## config.mk

```make
export PLATFORM = sky130hd
export DESIGN_NAME = dsrw_top
export DESIGN_NICKNAME = d
export VERILOG_FILES = /design/src/verilog/dsrw_pkg.sv /design/src/verilog/dsrw_stack_if.sv /design/src/verilog/dsrw_top.sv /design/src/verilog/dsrw_stack_mem.sv /design/src/verilog/dsrw_win_base.sv
export SDC_FILE = /design/constraint.sdc
export NUM_CORES = 1
export LEC_CHECK = 0
export BUFFER_PORTS_ARGS = -buffer_cell sky130_fd_sc_hd__buf_2
export CAP_MARGIN = 0
export CELL_PAD_IN_SITES_DETAIL_PLACEMENT = 0
export CELL_PAD_IN_SITES_GLOBAL_PLACEMENT = 1
export CORE_ASPECT_RATIO = 0.5
export CORE_MARGIN = 4
export CORE_UTILIZATION = 45
export DETAILED_ROUTE_END_ITERATION = 8
export PLACE_DENSITY = 0.81
export SLEW_MARGIN = 20
export SYNTH_ARGS = -nofsm -noshare
export SYNTH_HDL_FRONTEND = slang
export SYNTH_SLANG_ARGS = --single-unit
```

## constraint.sdc

```tcl
create_clock -name clk -period 2.58 [get_ports clk]
set_clock_uncertainty 0.1 [all_clocks]
set_input_delay 0.258 -clock clk [delete_from_list [all_inputs] [get_ports clk]]
set_output_delay 0.258 -clock clk [all_outputs]
set_load 0.01 [all_outputs]
```

## src/verilog/dsrw_pkg.sv

```systemverilog
// dsrw_pkg: constants and types shared by the data-space window block.
// assumes an 8-bit data space and a 12-bit program space.
package dsrw_pkg;

  // data-space layout
  localparam logic [7:0] DSRW_BANK_LO      = 8'h00;
  localparam logic [7:0] DSRW_BANK_HI      = 8'h3F;
  localparam logic [7:0] DSRW_WIN_LO       = 8'h40;
  localparam logic [7:0] DSRW_WIN_HI       = 8'h7F;

  // register offsets in data space
  localparam logic [7:0] DSRW_OFS_IND_FIRST  = 8'h80;
  localparam logic [7:0] DSRW_OFS_IND_SECOND = 8'h81;
  localparam logic [7:0] DSRW_OFS_SHD_FIRST  = 8'h82;
  localparam logic [7:0] DSRW_OFS_SHD_SECOND = 8'h83;
  localparam logic [7:0] DSRW_OFS_WIN_BASE   = 8'hC9;
  localparam logic [7:0] DSRW_OFS_ACC        = 8'hFF;

  // window base field and address split
  localparam int DSRW_BASE_LSB   = 0;
  localparam int DSRW_BASE_W     = 6;
  localparam int DSRW_OFS_W      = 6;
  localparam int DSRW_PC_W       = 12;

  // return stack geometry
  localparam int              DSRW_STK_DEPTH = 6;
  localparam int              DSRW_PTR_W     = 3;
  localparam logic [2:0]      DSRW_PTR_LAST  = 3'h5;
  localparam logic [2:0]      DSRW_CNT_FULL  = 3'h6;
  localparam logic [2:0]      DSRW_PTR_RST   = 3'h0;
  localparam logic [11:0]     DSRW_PC_RST    = 12'h000;
  localparam logic [7:0]      DSRW_BYTE_RST  = 8'h00;

  // window read sequencer, one-hot
  typedef enum logic [1:0] {
    DSRW_RD_IDLE  = 2'b01,
    DSRW_RD_FETCH = 2'b10
  } dsrw_rd_state_type;

  // data-space region, one-hot
  typedef enum logic [2:0] {
    DSRW_REG_BANK   = 3'b001,
    DSRW_REG_WINDOW = 3'b010,
    DSRW_REG_OTHER  = 3'b100
  } dsrw_region_type;

endpackage : dsrw_pkg

```

## src/verilog/dsrw_stack_if.sv

```systemverilog
// dsrw_stack_if: port bundle between the top and the return-stack memory.
// assumes a single clock; write and read are both synchronous.
`timescale 1ns/1ps
interface dsrw_stack_if;
  logic        we;
  logic [2:0]  waddr;
  logic [11:0] wdata;
  logic [2:0]  raddr;
  logic [11:0] rdata;

  modport ctrl (
    output we,
    output waddr,
    output wdata,
    output raddr,
    input  rdata
  );

  modport mem (
    input  we,
    input  waddr,
    input  wdata,
    input  raddr,
    output rdata
  );
endinterface : dsrw_stack_if

```

## src/verilog/dsrw_top.sv

```systemverilog
// dsrw_top: data-space decode, program-memory window and return stack.
// assumes the core issues one data access at a time, synchronous to clk,
// and the program memory returns a byte in the same cycle as pm_rd_q.
`timescale 1ns/1ps

module dsrw_top
  import dsrw_pkg::*;
(
  // clock and reset
  input  wire logic        clk,
  input  wire logic        rst_n,
  // core data-space access
  input  wire logic [7:0]  da_addr,
  input  wire logic        da_rd,
  input  wire logic        da_wr,
  input  wire logic [7:0]  da_wdata,
  output logic [7:0]       da_rdata_q,
  output logic             da_rvalid_q,
  output logic             da_busy_q,
  // region decode of the last access
  output logic             sel_bank_q,
  output logic             sel_window_q,
  output logic             sel_other_q,
  // program memory read port
  output logic [11:0]      pm_addr_q,
  output logic             pm_rd_q,
  input  wire logic [7:0]  pm_rdata,
  // return stack
  input  wire logic        stk_push,
  input  wire logic        stk_pop,
  input  wire logic [11:0] stk_push_pc,
  output logic [11:0]      stk_pop_pc_q,
  output logic             stk_pop_valid_q,
  output logic [2:0]       stk_count_q,
  output logic             stk_overflow_q,
  output logic             stk_underflow_q
);

  function automatic dsrw_region_type region_of(input logic [7:0] a);
    if (a <= DSRW_BANK_HI) begin
      return DSRW_REG_BANK;
    end else if (a >= DSRW_WIN_LO && a <= DSRW_WIN_HI) begin
      return DSRW_REG_WINDOW;
    end else begin
      return DSRW_REG_OTHER;
    end
  endfunction : region_of

  function automatic logic [2:0] ptr_inc(input logic [2:0] p);
    return (p == DSRW_PTR_LAST) ? DSRW_PTR_RST : 3'(p + 3'h1);
  endfunction : ptr_inc

  function automatic logic [2:0] ptr_dec(input logic [2:0] p);
    return (p == DSRW_PTR_RST) ? DSRW_PTR_LAST : 3'(p - 3'h1);
  endfunction : ptr_dec

  // base bits on top, the low six address bits below
  function automatic logic [11:0] window_addr(input logic [5:0] base,
                                              input logic [7:0] a);
    return {base, a[DSRW_OFS_W-1:0]};
  endfunction : window_addr

  // base register
  logic [5:0] window_base_bits;
  logic       base_wr;

  // a read at this offset is not claimed, so the base never leaks out
  always_comb begin
    base_wr = da_wr && (da_addr == DSRW_OFS_WIN_BASE);
  end

  dsrw_win_base u_base (
    .clk              (clk),
    .wr_en            (base_wr),
    .wr_data          (da_wdata),
    .window_base_bits (window_base_bits)
  );

  // region decode
  dsrw_region_type region;
  logic            sel_bank_d;
  logic            sel_window_d;
  logic            sel_other_d;

  always_comb begin
    region       = region_of(da_addr);
    sel_bank_d   = sel_bank_q;
    sel_window_d = sel_window_q;
    sel_other_d  = sel_other_q;
    if (da_rd || da_wr) begin
      sel_bank_d   = (region == DSRW_REG_BANK);
      sel_window_d = (region == DSRW_REG_WINDOW);
      sel_other_d  = (region == DSRW_REG_OTHER);
    end
  end

  always_ff @(posedge clk) begin
    if (!rst_n) begin
      sel_bank_q   <= 1'b0;
      sel_window_q <= 1'b0;
      sel_other_q  <= 1'b0;
    end else begin
      sel_bank_q   <= sel_bank_d;
      sel_window_q <= sel_window_d;
      sel_other_q  <= sel_other_d;
    end
  end

  // window read sequencer: request side
  dsrw_rd_state_type rd_state_q;
  dsrw_rd_state_type rd_state_d;
  logic [11:0]       pm_addr_d;
  logic              pm_rd_d;
  logic              da_busy_d;
  logic              win_req;

  // writes into the window are dropped: the region is read-only
  // a read during the fetch cycle is dropped too; the core spaces them
  always_comb begin
    win_req    = da_rd && (region == DSRW_REG_WINDOW);
    rd_state_d = rd_state_q;
    pm_addr_d  = pm_addr_q;
    pm_rd_d    = 1'b0;
    da_busy_d  = 1'b0;
    case (rd_state_q)
      DSRW_RD_IDLE: begin
        if (win_req) begin
          pm_addr_d  = window_addr(window_base_bits, da_addr);
          pm_rd_d    = 1'b1;
          da_busy_d  = 1'b1;
          rd_state_d = DSRW_RD_FETCH;
        end
      end
      DSRW_RD_FETCH: begin
        rd_state_d = DSRW_RD_IDLE;
      end
      default: begin
        rd_state_d = DSRW_RD_IDLE;
      end
    endcase
  end

  always_ff @(posedge clk) begin
    if (!rst_n) begin
      rd_state_q <= DSRW_RD_IDLE;
      pm_addr_q  <= DSRW_PC_RST;
      pm_rd_q    <= 1'b0;
      da_busy_q  <= 1'b0;
    end else begin
      rd_state_q <= rd_state_d;
      pm_addr_q  <= pm_addr_d;
      pm_rd_q    <= pm_rd_d;
      da_busy_q  <= da_busy_d;
    end
  end

  // window read sequencer: answer side
  logic [7:0] da_rdata_d;
  logic       da_rvalid_d;

  // the byte is taken while the fetch strobe stands
  always_comb begin
    da_rdata_d  = da_rdata_q;
    da_rvalid_d = 1'b0;
    if (rd_state_q == DSRW_RD_FETCH) begin
      da_rdata_d  = pm_rdata;
      da_rvalid_d = 1'b1;
    end
  end

  always_ff @(posedge clk) begin
    if (!rst_n) begin
      da_rdata_q  <= DSRW_BYTE_RST;
      da_rvalid_q <= 1'b0;
    end else begin
      da_rdata_q  <= da_rdata_d;
      da_rvalid_q <= da_rvalid_d;
    end
  end

  // return stack control
  dsrw_stack_if stk ();

  dsrw_stack_mem u_stack (
    .clk   (clk),
    .rst_n (rst_n),
    .port  (stk.mem)
  );

  logic [2:0] sp_q;
  logic [2:0] sp_d;
  logic [2:0] count_d;
  logic       do_push;
  logic       do_pop;

  // push and pop together is treated as no operation
  always_comb begin
    do_push   = stk_push && !stk_pop;
    do_pop    = stk_pop && !stk_push;
    stk.we    = do_push;
    stk.waddr = sp_q;
    stk.wdata = stk_push_pc;
    stk.raddr = ptr_dec(sp_q);
  end

  // full stack: newest push overwrites oldest entry, count stays
  always_comb begin
    sp_d    = sp_q;
    count_d = stk_count_q;
    if (do_push) begin
      sp_d = ptr_inc(sp_q);
      if (stk_count_q != DSRW_CNT_FULL) begin
        count_d = 3'(stk_count_q + 3'h1);
      end
    end else if (do_pop) begin
      sp_d = ptr_dec(sp_q);
      if (stk_count_q != DSRW_PTR_RST) begin
        count_d = 3'(stk_count_q - 3'h1);
      end
    end
  end

  always_ff @(posedge clk) begin
    if (!rst_n) begin
      sp_q        <= DSRW_PTR_RST;
      stk_count_q <= DSRW_PTR_RST;
    end else begin
      sp_q        <= sp_d;
      stk_count_q <= count_d;
    end
  end

  // sticky flags: only reset clears them, software has no clear
  logic overflow_d;
  logic underflow_d;

  always_comb begin
    overflow_d  = stk_overflow_q;
    underflow_d = stk_underflow_q;
    if (do_push && stk_count_q == DSRW_CNT_FULL) begin
      overflow_d = 1'b1;
    end
    if (do_pop && stk_count_q == DSRW_PTR_RST) begin
      underflow_d = 1'b1;
    end
  end

  always_ff @(posedge clk) begin
    if (!rst_n) begin
      stk_overflow_q  <= 1'b0;
      stk_underflow_q <= 1'b0;
    end else begin
      stk_overflow_q  <= overflow_d;
      stk_underflow_q <= underflow_d;
    end
  end

  // pop answer: slot read data are registered, so two cycles after the pop
  logic        pop_pend_q;
  logic        pop_pend_d;
  logic [11:0] pop_pc_d;
  logic        pop_valid_d;

  always_comb begin
    pop_pend_d  = do_pop;
    pop_pc_d    = stk_pop_pc_q;
    pop_valid_d = 1'b0;
    if (pop_pend_q) begin
      pop_pc_d    = stk.rdata;
      pop_valid_d = 1'b1;
    end
  end

  always_ff @(posedge clk) begin
    if (!rst_n) begin
      pop_pend_q      <= 1'b0;
      stk_pop_pc_q    <= DSRW_PC_RST;
      stk_pop_valid_q <= 1'b0;
    end else begin
      pop_pend_q      <= pop_pend_d;
      stk_pop_pc_q    <= pop_pc_d;
      stk_pop_valid_q <= pop_valid_d;
    end
  end

endmodule : dsrw_top

```

## src/verilog/dsrw_stack_mem.sv

```systemverilog
// dsrw_stack_mem: six 12-bit return-address slots, registered read.
// assumes addresses below six; the top never issues others.
`timescale 1ns/1ps
module dsrw_stack_mem
  import dsrw_pkg::*;
(
  // clock and reset
  input wire logic    clk,
  input wire logic    rst_n,
  // memory port
  dsrw_stack_if.mem   port
);

  logic [11:0] slot_q [DSRW_STK_DEPTH];
  logic [11:0] rdata_q;
  logic [11:0] rdata_d;

  always_comb begin
    rdata_d = slot_q[port.raddr];
  end

  // slots carry no reset, like the real stack
  always_ff @(posedge clk) begin
    if (port.we) begin
      slot_q[port.waddr] <= port.wdata;
    end
  end

  always_ff @(posedge clk) begin
    if (!rst_n) begin
      rdata_q <= DSRW_PC_RST;
    end else begin
      rdata_q <= rdata_d;
    end
  end

  assign port.rdata = rdata_q;

endmodule : dsrw_stack_mem

```

## src/verilog/dsrw_win_base.sv

```systemverilog
// dsrw_win_base: write-only window base register, six bits kept.
// assumes the core writes it by data-space address; never read back.
`timescale 1ns/1ps
module dsrw_win_base
  import dsrw_pkg::*;
(
  // clock
  input wire logic        clk,
  // write port
  input wire logic        wr_en,
  input wire logic [7:0]  wr_data,
  // window base to the address former
  output logic [5:0]      window_base_bits
);

  logic [5:0] base_q;
  logic [5:0] base_d;

  // bits 7 and 6 dropped on purpose
  always_comb begin
    base_d = base_q;
    if (wr_en) begin
      base_d = wr_data[DSRW_BASE_LSB +: DSRW_BASE_W];
    end
  end

  // no reset: value survives reset undefined, software must load it
  always_ff @(posedge clk) begin
    base_q <= base_d;
  end

  assign window_base_bits = base_q;

endmodule : dsrw_win_base

```

Word-level counts from Yosys, hierarchy flattened
Memory sizes are Yosys's and may differ from the RTL's. A register that Yosys moved wholly into a read port is not among the register bits. Cells that the tools add are included. W data, S select, Z words.

Register bits: 55. Bits in latches: 0. RAM bits: 72. ROM bits: 0. Input bits: 42. Output and inout bits: 44. Logic and storage cells: 68. Memories: 1.

Memory list: u_stack.slot_q (depth 6, bits a word 12, rd ports 1, clocked after memory_dff 1, write ports 1, RTL line dsrw_stack_mem.sv:14) `logic [11:0] slot_q [DSRW_STK_DEPTH];`.

Add/sub/neg operators: 4. $mul: 0. Div/mod/pow operators: 0. Magnitude comparators: 3. Equality and inequality tests: 10. Shifts and indexed selects: 0. Mux-type cells: 15. Bitwise logic cells: 0. Reductions and logical operators: 19.

Operators by type and width (number): $mux W3 (10); $eq A3 B3 Y1 const B (3); $eq A8 B8 Y1 const B (1); $ge A8 B7 Y1 const B (1); $le A8 B6 Y1 const B (1); $le A8 B7 Y1 const B (1); $logic_and A1 B1 Y1 (7); $add A3 B1 Y3 const B (2); $logic_not A3 Y1 (2); $sub A3 B1 Y3 const B (2); $mux W1 (5); $reduce_and A2 Y1 (2); $reduce_bool A2 Y1 (2); $eq A3 B1 Y1 const B (1); $eq A3 B2 Y1 const B (1); $logic_not A1 Y1 (3); $ne A3 B3 Y1 const B (1); $reduce_and A3 Y1 (1); $reduce_bool A3 Y1 (1); $eq A2 B1 Y1 const B (1); $eq A2 B2 Y1 const B (1); $ne A2 B1 Y1 const B (1); $logic_or A1 B1 Y1 (1).

Longest topological paths before layout
Gate-level depths: netlist of the first run.

Depth after elaboration: 7. Depth in mapped cells: 9.

Modules after synthesis
A second synthesis of the first run with hierarchy kept.

Cell total of the unflattened synthesis: 394. Area total of the unflattened synthesis: 5373.9 um2.

Modules (own cells, without submodules): dsrw_stack_mem (times used 1, cells an instance 163, area an instance 3064.2 um2); dsrw_top (times used 1, cells an instance 225, area an instance 2129.5 um2); dsrw_win_base (times used 1, cells an instance 6, area an instance 180.2 um2).

Worst setup path after synthesis of the first run
No wires, ideal clock.

Kind: input-to-reg. Start: input port stk_pop. End: memory u_stack.slot_q[2][0] (enable). Setup time: 0.399 ns. Arrival time: 1.718 ns. Required time: 2.081 ns. Slack: 0.363 ns. Stages: 5. Path through: inv_1 -> ha_1 -> buf_2 -> nand2_1 -> nor3b_1.

Word-level cells in the longest chain between the ends: 4.

Ends and longest elaborated chain: start: declaration (RTL line dsrw_top.sv:30) `input wire logic stk_pop,`; $logic_not A1 Y1 (RTL line dsrw_top.sv:198) `do_push = stk_push && !stk_pop;`; $logic_and A1 B1 Y1 (RTL line dsrw_top.sv:198); $mux W1 (RTL line dsrw_stack_mem.sv:24) `if (port.we) begin`; $mux W1 (not written as such) (RTL line dsrw_stack_mem.sv:25) `slot_q[port.waddr] <= port.wdata;`; end: declaration (RTL line dsrw_stack_mem.sv:14).

Every way passes these cells.

Final worst setup path of the first run
Start: register sp_q[2]. End: register u_stack.rdata_q[6] (netlist: u_stack.port.rdata[6]) (read register of u_stack.slot_q).

Word-level cells in the longest chain between the ends: 2.

Ends and longest elaborated chain: start: declaration (RTL line dsrw_top.sv:190) `logic [2:0] sp_q;`; start signal: assignment (RTL line dsrw_top.sv:228) `sp_q <= sp_d;`; $sub A3 B1 Y3 or $logic_not A3 Y1 (tied branches) (RTL line dsrw_top.sv:54) `return (p == DSRW_PTR_RST) ? DSRW_PTR_LAST : 3'(p - 3'h1);`; $mux W3 (*) (RTL line dsrw_top.sv:54); end: declaration (RTL line dsrw_stack_mem.sv:15) `logic [11:0] rdata_q;`.

Every way passes the cells marked *; elsewhere a longest branch is shown, timed or not. A chain may end at the register's enable or synchronous reset.

==> flow_metrics.env, run 1 <==
export IMPL_status="complete, no violations"
export IMPL_final_nets=566
export IMPL_cts_sinks=139
export IMPL_pwr_share_comb_pct=11.2
export IMPL_numCtsBuffers=17
export IMPL_drt_iter0_drc=251
export IMPL_first_pass_iters=6
export IMPL_setup_viol=0
export IMPL_whs_path_depth=1
export IMPL_yosysSeqAreaShare_pct=64.9
export IMPL_cp_start_kind="register"
export IMPL_reg2reg_from="sp_q[2]"
export IMPL_netlist_area_leader_share_pct=42.6
export IMPL_post_synth_top_area_cell="edfxtp_1"
export IMPL_ys_top_cells_by_area="edfxtp_1 (43%), dfxtp_1 (22%), mux2_2 (4.9%)"
export IMPL_io_pins=86
export IMPL_worstRegToRegCells=5
export IMPL_htree_num_levels=4
export IMPL_antenna_found_initial=0
export IMPL_grt_setup_unrepaired="false"
export IMPL_crit_path_end_kind="register"
export IMPL_fmax_mhz=463
export IMPL_synth_edf_count=78
export IMPL_grt_overflow_total=0
export IMPL_fin_crit_sh_pct=83.7
export IMPL_period_needed_ps=2160
export IMPL_yosysWarnings=0
export IMPL_r2r_end="u_stack.port.rdata[6]"
export IMPL_tritoncts="done"
export IMPL_tns_ps=0
export IMPL_critPathArrivalTime_ps=2340
export IMPL_worst_slew_pin_slew_ps=797
export IMPL_intPower_mw=4.18
export IMPL_yosysUniqueCellTypes=47
export IMPL_wire_per_inst_um=17.0
export IMPL_synth_commonest_cells="edfxtp_1 (78), dfxtp_1 (61), a21boi_0 (26)"
export IMPL_synth_most_common_cell="edfxtp_1"
export IMPL_leakagePower_nw=2.65
export IMPL_synthArstFlopShare_pct=0
export IMPL_critical_path_class="reg -> reg"
export IMPL_die_h_um=86.1
export IMPL_drtAntennaViolNets=0
export IMPL_pre_cts_ws_ps=448
export IMPL_pwr_share_seq_pct=45.5
export IMPL_layout_setup_ws_ps=422
export IMPL_synth_nets=451
export IMPL_maxSlewViolCount=0
export IMPL_gp_congestion=0.759
export IMPL_grt_max_degree=52
export IMPL_vdd_drop_max_mv=0.391
export IMPL_cts_resized=0
export IMPL_whs_endpoint="u_stack.slot_q[5][10]"
export IMPL_min_from="stk_push_pc[10]"
export IMPL_ys_ff_latch=139
export IMPL_grt_util_all_layers_pct=17.3
export IMPL_antennaDiodeCount=0
export IMPL_pwr_share_clk_pct=43.3
export IMPL_hold_viol_final=0
export IMPL_dp_hpwl_um=7610
export IMPL_port_buffer_count=83
export IMPL_clk_pin_slew_ps=60
export IMPL_vias_per_cell=5.13
export IMPL_initial_core_util_pct=46.2
export IMPL_required_ps=2760
export IMPL_grt_pass1_vias=3422
export IMPL_finalPower_mw=5.48
export IMPL_num_rows=28
export IMPL_clock_root_buffer="clkbuf_16"
export IMPL_power_switching_mw=1.30
export IMPL_max_slew_margin_rel_pct=46.8
export IMPL_drive_gt1_share_pct=30.4
export IMPL_swShare_pct=23.8
export IMPL_reg2reg_setup_slack_ps=420
export IMPL_grt_pass1_wl_um=18500
export IMPL_p_per_area_nw_per_um2=789
export IMPL_fp_dieW_um=164
export IMPL_synth_area_per_cell_um2=13.6
export IMPL_finalWirelength_um=11900
export IMPL_dieArea_um2=14100
export IMPL_dr_total_vias=3579
export IMPL_crit_fanout=10
export IMPL_core_area_um2=11900
export IMPL_syn_to_final_growth_pct=26.6
export IMPL_synth_main_ff_cell="edfxtp_1"
export IMPL_drt_drc_violations_left=0
export IMPL_clock_latency_ps=400
export IMPL_synthCells=405
export IMPL_worstHoldPathType="in -> reg"
export IMPL_cts_hold_buf=22
export IMPL_cts_buffer_depth=2
export IMPL_fin_util_pct=58.5
export IMPL_synthesis_area_um2=5490
export IMPL_postCtsSetupBuffers=0
export IMPL_maxCapViolCount=0
-- worst max-delay path by stage --
stage / from / endpoint / slack (ps) / depth (start not counted)
after global placement: sp_q[2] / u_stack.port.rdata[1] / 550 / 5
after floorplan: stk_pop / u_stack.slot_q[2][0] / 360 / 5
after detailed placement: sp_q[2] / u_stack.port.rdata[6] / 450 / 5
after CTS: sp_q[2] / u_stack.port.rdata[6] / 440 / 5
after global routing: sp_q[2] / u_stack.port.rdata[6] / 250 / 5
final: sp_q[2] / u_stack.port.rdata[6] / 420 / 5
-- layout by cell type (no fill, tap or decap), types with 2 or more instances in the layout --
| cell | count |
|---|---|
| a21boi_0 | 26 |
| and2_1 | 4 |
| and3_1 | 14 |
| buf_2 | 83 |
| buf_4 | 20 |
| clkbuf_1 | 2 |
| clkbuf_16 | 19 |
| clkinv_4 | 4 |
| dfxtp_1 | 61 |
| dlygate4sd3_1 | 22 |
| edfxtp_1 | 78 |
| ha_1 | 3 |
| inv_1 | 6 |
| inv_4 | 3 |
| mux2_2 | 24 |
| mux2i_1 | 25 |
| nand2_1 | 25 |
| nand2b_1 | 4 |
| nor2_1 | 6 |
| nor2b_1 | 15 |
| nor3_1 | 2 |
| nor3b_1 | 2 |
| nor4_1 | 2 |
| nor4b_1 | 2 |
| o21a_1 | 14 |
| o21ai_0 | 5 |
| o221ai_1 | 9 |
| o22ai_1 | 14 |
| o311ai_0 | 2 |
| o32ai_1 | 10 |
| or4b_1 | 2 |
| xor2_1 | 2 |
-- cell type report --
type	instances	area (um2)
tap	165	206
clock buffer	21	483
timing repair buffer	126	806
inverter	6	22.5
fill	951	4920
multi-input combinational	230	1770
sequential	139	3560
clock inverter	11	105
-- stage by stage --
stage	cells	hold slack [ps]	cell area, um2
global placement	644	336	6140
detailed placement	644	336	6140
global route	698	1.78	6950
floorplan	405	257	5490
CTS	698	1.61	6950
finish	698	10.0	6950
-- registers in the layout, indices dropped and copies added (netlist names) --
| register | cells |
|---|---|
| stk_count_q | 3 |
| stk_pop_valid_q | 1 |
| stk_pop_pc_q | 12 |
| u_base.window_base_bits | 6 |
| rd_state_q | 2 |
| sp_q | 3 |
| pm_addr_q | 12 |
| da_rvalid_q | 1 |
| pop_pend_q | 1 |
| sel_other_q | 1 |
| u_stack.port.rdata | 12 |
| pm_rd_q | 1 |
| u_stack.slot_q | 72 |
| sel_window_q | 1 |
| stk_overflow_q | 1 |
| da_rdata_q | 8 |
| stk_underflow_q | 1 |
| sel_bank_q | 1 |
-- power by group through the flow --
| stage | Sequential, mW | Combinational (mW) | Clock (mW) |
|---|---|---|---|
| after detailed placement | 2.54 | 0.587 | 0 |
| after global placement | 2.54 | 0.578 | 0 |
| after floorplan | 2.54 | 0.377 | 0 |
| after CTS | 2.49 | 0.616 | 2.42 |
| final | 2.49 | 0.615 | 2.37 |
| after global routing | 2.50 | 0.672 | 2.53 |
-- critical path, cell delays in order, from the launching register on --
cell      delay, ps
dfxtp_1         480
inv_1           100
ha_1            310
and2_1          450
o221ai_1        220
o22ai_1         360
-- cell families (layout without fill, tap and decap cells) --
group           after synthesis  in the layout  share of synthesized area (%)
xor+xnor                      2              2                          0.319
flops                       139            139                           64.9
buf+inv                      36            164                           2.98
simple gates                 89             89                           9.50
compound gates               86             86                           11.8
fa+ha+maj                     4              4                           1.05
mux                          49             49                           9.48
-- metal layers --
metal	track usage [%]	vias to the layer above	share of wire, %
met3	5.95	6	7.4
met4	4.72	0	0.46
met2	26.7	100	45
li1	-	1767	-
met1	23.5	1706	47
met5	0	-	0
No activity file was read; power rests on OpenSTA's default activity.
==> inputs of run 2 (changes only) <==
==> constraint.sdc (replaced) <==
create_clock -name clk -period 2.2 [get_ports clk]
set_clock_uncertainty 0.1 [all_clocks]
set_input_delay 0.22 -clock clk [delete_from_list [all_inputs] [get_ports clk]]
set_output_delay 0.22 -clock clk [all_outputs]
set_load 0.01 [all_outputs]
==> flow_metrics.env, run 2 (synthesis results as in run 1) <==
export IMPL_io_pins=86
export IMPL_num_rows=28
export IMPL_cts_sinks=139
export IMPL_fp_dieW_um=164
export IMPL_tritoncts="done"
export IMPL_crit_path_start="sp_q[2]"
export IMPL_critical_path_class="reg -> reg"
export IMPL_numCtsBuffers=17
export IMPL_maxSlewViolCount=0
export IMPL_antennaDiodeCount=0
export IMPL_hold_viol_final=0
export IMPL_drt_iter0_drc=270
export IMPL_clock_latency_ps=410
export IMPL_core_area_um2=11900
export IMPL_gp_congestion=0.764
export IMPL_worst_slew_pin_slew_ps=711
export IMPL_max_stage_delay_ps=490
export IMPL_drt_drc_violations_left=0
export IMPL_htree_num_levels=4
export IMPL_largest_reg_flops=72
export IMPL_grt_pass1_wl_um=19300
export IMPL_cts_buffer_depth=2
export IMPL_antenna_found_initial=0
export IMPL_postCtsSetupBuffers=0
export IMPL_dieArea_um2=14100
export IMPL_final_nets=576
export IMPL_grt_overflow_total=0
export IMPL_grt_pass1_vias=3711
export IMPL_cp_slowest_cell="dfxtp_1"
export IMPL_finalPower_mw=6.48
export IMPL_maxCapViolCount=0
export IMPL_grt_setup_unrepaired="false"
export IMPL_syn_to_final_growth_pct=28.0
export IMPL_fin_crit_sh_pct=93.5
export IMPL_period_needed_ps=2060
export IMPL_die_h_um=86.1
export IMPL_regMostFlops="u_stack.slot_q"
export IMPL_clock_root_buffer="clkbuf_16"
export IMPL_drive_gt1_share_pct=30.8
export IMPL_vias_per_cell=5.12
export IMPL_cp_cell_sequence="inv_1, ha_1, nand2b_1, o22ai_1"
export IMPL_wire_per_inst_um=17.0
export IMPL_crit_end="u_stack.port.rdata[0]"
export IMPL_initial_core_util_pct=46.2
export IMPL_cp_start_kind="register"
export IMPL_grt_max_degree=39
export IMPL_final_common_cell="buf_2"
export IMPL_clk_pin_slew_ps=60
export IMPL_first_pass_iters=4
export IMPL_dr_total_vias=3626
export IMPL_tns_ps=0
export IMPL_critPathArrivalTime_ps=2230
export IMPL_required_ps=2380
export IMPL_port_buffer_count=83
export IMPL_grt_util_all_layers_pct=17.9
export IMPL_crit_fanout=12
export IMPL_worstRegToRegCells=4
export IMPL_r2r_end="u_stack.port.rdata[0]"
export IMPL_reg2reg_setup_slack_ps=140
export IMPL_crit_path_end_kind="register"
export IMPL_reg2reg_from="sp_q[2]"
export IMPL_setup_viol=0
export IMPL_vdd_drop_max_mv=0.534
export IMPL_drtAntennaViolNets=0
export IMPL_p_per_area_nw_per_um2=922
export IMPL_status="complete, no violations"
export IMPL_max_slew_margin_rel_pct=52.5
export IMPL_fmax_mhz=486
export IMPL_worstHoldPathType="in -> reg"
export IMPL_layout_common_cells="buf_2 (83), edfxtp_1 (78), dfxtp_1 (61)"
export IMPL_dp_hpwl_um=7640
export IMPL_leakagePower_nw=2.70
export IMPL_finalWirelength_um=12000
[run 2: cell count changes in the layout (fill, tap and decap cells not counted)]
cell | previous run | this run
dlygate4sd3_1 | 22 | 27
buf_12 | 1 | 0
clkbuf_8 | 0 | 2
clkinv_2 | 1 | 3
clkinv_4 | 4 | 2
clkinvlp_4 | 1 | 0
inv_6 | 1 | 0
buf_4 | 20 | 26
[run 2: where the power goes]
part           leakage, nW  total [mW]  switching (mW)  internal (mW)
registers             1.20        2.93          0.0632           2.86
clock network        0.298        2.81            1.06           1.75
logic                 1.20       0.743           0.390          0.353
total                 2.70        6.48            1.51           4.97
[run 2: how the worst min path moves through the flow]
| stage | start | slack [ps] | end | cells past startpoint |
|---|---|---|---|---|
| after floorplan | da_wdata[0] | 220 | u_base.window_base_bits[0] | 0 |
| after global placement | da_wdata[5] | 300 | u_base.window_base_bits[5] | 1 |
| after detailed placement | da_wdata[4] | 300 | u_base.window_base_bits[4] | 1 |
| after CTS | da_addr[6] | 20 | sel_bank_q | 3 |
| after global routing | da_addr[6] | 60 | sel_bank_q | 3 |
| final | da_addr[6] | 40 | sel_bank_q | 3 |
[run 2: repair_timing]
action                    CTS  global route
hold endpoints to repair   87             0
gates resized for setup     0             0
hold buffers               27             0
[run 2: area by class of cell]
class                      count  area [um2]
timing repair buffer         136         881
sequential                   139        3560
tap                          165         206
inverter                       6        22.5
fill                         943        4850
clock buffer                  23         510
clock inverter                 9        81.3
multi-input combinational    230        1770
[run 2: layer usage]
| metal | global-route usage, % | part of all wire [%] | vias to the layer above |
|---|---|---|---|
| met2 | 26.4 | 42 | 138 |
| li1 | - | - | 1779 |
| met3 | 5.95 | 7.8 | 18 |
| met5 | 0 | 0 | - |
| met1 | 24.5 | 48 | 1691 |
| met4 | 7.15 | 1.5 | 0 |
[run 2: metrics by stage]
step	worst slack [ps]	cells	instance area [um2]	utilization, %	hold WS (ps)
after floorplan	21.0	405	5490	-	219
after global placement	271	649	6170	51.9	297
after detailed placement	260	649	6170	51.9	298
after CTS	191	708	7030	59.2	15.4
after global routing	99.3	708	7030	59.2	58.7
final	142	708	7030	59.2	35.9
[run 2: critical path: cells and delay by family (launching register included)]
| family | cells | cell delay [ps] |
|---|---|---|
| AOI/OAI and AO/OA | 1 | 440 |
| adders and majority gates | 1 | 340 |
| buffers and inverters | 1 | 100 |
| DFF | 1 | 490 |
| and+or+nand+nor | 1 | 450 |
==> inputs of run 3 (changes only) <==
--- a/config.mk
+++ b/config.mk
@@ -5,15 +5,15 @@
 export SDC_FILE = /design/constraint.sdc
 export NUM_CORES = 1
 export LEC_CHECK = 0
-export BUFFER_PORTS_ARGS = -buffer_cell sky130_fd_sc_hd__buf_2
-export CAP_MARGIN = 0
 export CELL_PAD_IN_SITES_DETAIL_PLACEMENT = 0
 export CELL_PAD_IN_SITES_GLOBAL_PLACEMENT = 1
 export CORE_ASPECT_RATIO = 0.5
 export CORE_MARGIN = 4
 export CORE_UTILIZATION = 45
 export DETAILED_ROUTE_END_ITERATION = 8
-export PLACE_DENSITY = 0.81
+export DONT_BUFFER_PORTS = 1
+export MAX_ROUTING_LAYER = met4
+export PLACE_DENSITY = 0.73
 export SLEW_MARGIN = 20
 export SYNTH_ARGS = -nofsm -noshare
 export SYNTH_HDL_FRONTEND = slang
==> flow_metrics.env, run 3 (synthesis results as in run 1) <==
export IMPL_final_common_cell="edfxtp_1"
export IMPL_cts_resized=0
export IMPL_critPathArrivalTime_ps=2060
export IMPL_dr_total_vias=3443
export IMPL_cp_cell_sequence="inv_1, ha_1, and2b_1, buf_12, mux2i_1, o22ai_1"
export IMPL_drive_gt1_share_pct=17.1
export IMPL_grt_setup_unrepaired="false"
export IMPL_antenna_found_initial=0
export IMPL_final_area_um2=6730
export IMPL_worst_slew_pin_slew_ps=762
export IMPL_grt_max_degree=51
export IMPL_holdWs_ps=24.2
export IMPL_cts_sinks=139
export IMPL_die_h_um=86.1
export IMPL_postPlaceCellArea_um2=5740
export IMPL_num_rows=28
export IMPL_grt_overflow_total=0
export IMPL_p_per_area_nw_per_um2=961
export IMPL_largest_reg_flops=72
export IMPL_port_buffer_count=0
export IMPL_multi_input_area_um2=1770
export IMPL_crit_fanout=9
export IMPL_gp_congestion=0.806
export IMPL_drt_iter0_drc=157
export IMPL_initial_core_util_pct=46.2
export IMPL_finalWirelength_um=12300
export IMPL_maxCapViolCount=0
export IMPL_htree_num_levels=4
export IMPL_crit_path_end_kind="register"
export IMPL_finalPower_mw=6.47
export IMPL_grt_pass1_wl_um=19600
export IMPL_leakagePower_nw=2.34
export IMPL_cp_slowest_cell="and2b_1"
export IMPL_core_area_um2=11900
export IMPL_clk_pin_slew_ps=60
export IMPL_regMostFlops="u_stack.slot_q"
export IMPL_clock_latency_ps=410
export IMPL_vias_per_cell=5.44
export IMPL_cp_start_kind="register"
export IMPL_dieArea_um2=14100
export IMPL_cts_hold_buf=39
export IMPL_dp_cells=562
export IMPL_hold_viol_final=0
export IMPL_setup_viol=0
export IMPL_cts_buffer_depth=2
export IMPL_drt_drc_violations_left=0
export IMPL_tritoncts="done"
export IMPL_critical_path_class="reg -> reg"
export IMPL_fin_crit_sh_pct=87.5
export IMPL_grt_util_all_layers_pct=19.0
export IMPL_io_pins=86
export IMPL_seqCellArea_um2=3560
export IMPL_layout_common_cells="edfxtp_1 (78), dfxtp_1 (61), dlygate4sd3_1 (38)"
export IMPL_grt_pass1_vias=3681
export IMPL_max_stage_delay_ps=410
export IMPL_numCtsBuffers=17
export IMPL_drtAntennaViolNets=0
export IMPL_dp_hpwl_um=7710
export IMPL_first_pass_iters=4
export IMPL_fmax_mhz=520
export IMPL_final_nets=501
export IMPL_finalNonFillerCells=633
export IMPL_syn_to_final_growth_pct=22.5
export IMPL_status="complete, no violations"
export IMPL_clock_root_buffer="clkbuf_16"
export IMPL_period_needed_ps=1920
export IMPL_fp_dieW_um=164
export IMPL_maxSlewViolCount=0
export IMPL_num_fill_cells=926
export IMPL_wire_per_inst_um=19.4
export IMPL_vdd_drop_max_mv=0.530
export IMPL_required_ps=2340
export IMPL_max_slew_margin_rel_pct=49.1
export IMPL_antennaDiodeCount=0
export IMPL_tns_ps=0
export IMPL_worstHoldPathType="in -> reg"
export IMPL_postCtsSetupBuffers=0
[run 3: worst paths after layout]
check / cells after the start / end / startpoint / slack, ps
setup / recovery: 6 / u_stack.port.rdata[1] / sp_q[2] / 280
hold / removal: 2 / sel_window_q / da_addr[6] / 20
hold reg to reg: 2 / stk_pop_pc_q[11] / u_stack.port.rdata[11] / 400
setup reg to reg: 6 / u_stack.port.rdata[1] / sp_q[2] / 280
[run 3: metal layers]
metal | global-route usage (%) | part of all wire, % | up-vias
met5 | - | 0 | -
met4 | 5.86 | 1.4 | 0
met3 | 6.82 | 7.7 | 18
met2 | 30.1 | 47 | 109
met1 | 22.9 | 44 | 1687
li1 | - | - | 1629
[run 3: where the power goes]
group,internal (mW),switching (mW)
logic,0.324,0.350
registers,2.86,0.0884
clock network,1.75,1.09
[run 3: final cells by class]
type                       instances  share of cell area (%)
timing repair buffer              61                    8.59
clock buffer                      21                    6.86
inverter                           6                   0.335
sequential                       139                    53.0
tap                              165                    3.07
multi-input combinational        230                    26.2
clock inverter                    11                    1.92
[run 3: through the flow]
stage | util, % | setup slack (ps)
after floorplan | - | 21.0
after global placement | 48.3 | 297
after detailed placement | 48.3 | 289
after CTS | 56.6 | 257
after global routing | 56.6 | 156
final | 56.6 | 275
[run 3: critical path: cells and delay by family (launching register included)]
| family | cells | cell delay (ps) |
|---|---|---|
| and+or+nand+nor | 1 | 410 |
| DFF | 1 | 330 |
| adders and majority gates | 1 | 300 |
| buffers and inverters | 2 | 260 |
| muxes | 1 | 220 |
| AOI/OAI and AO/OA | 1 | 140 |
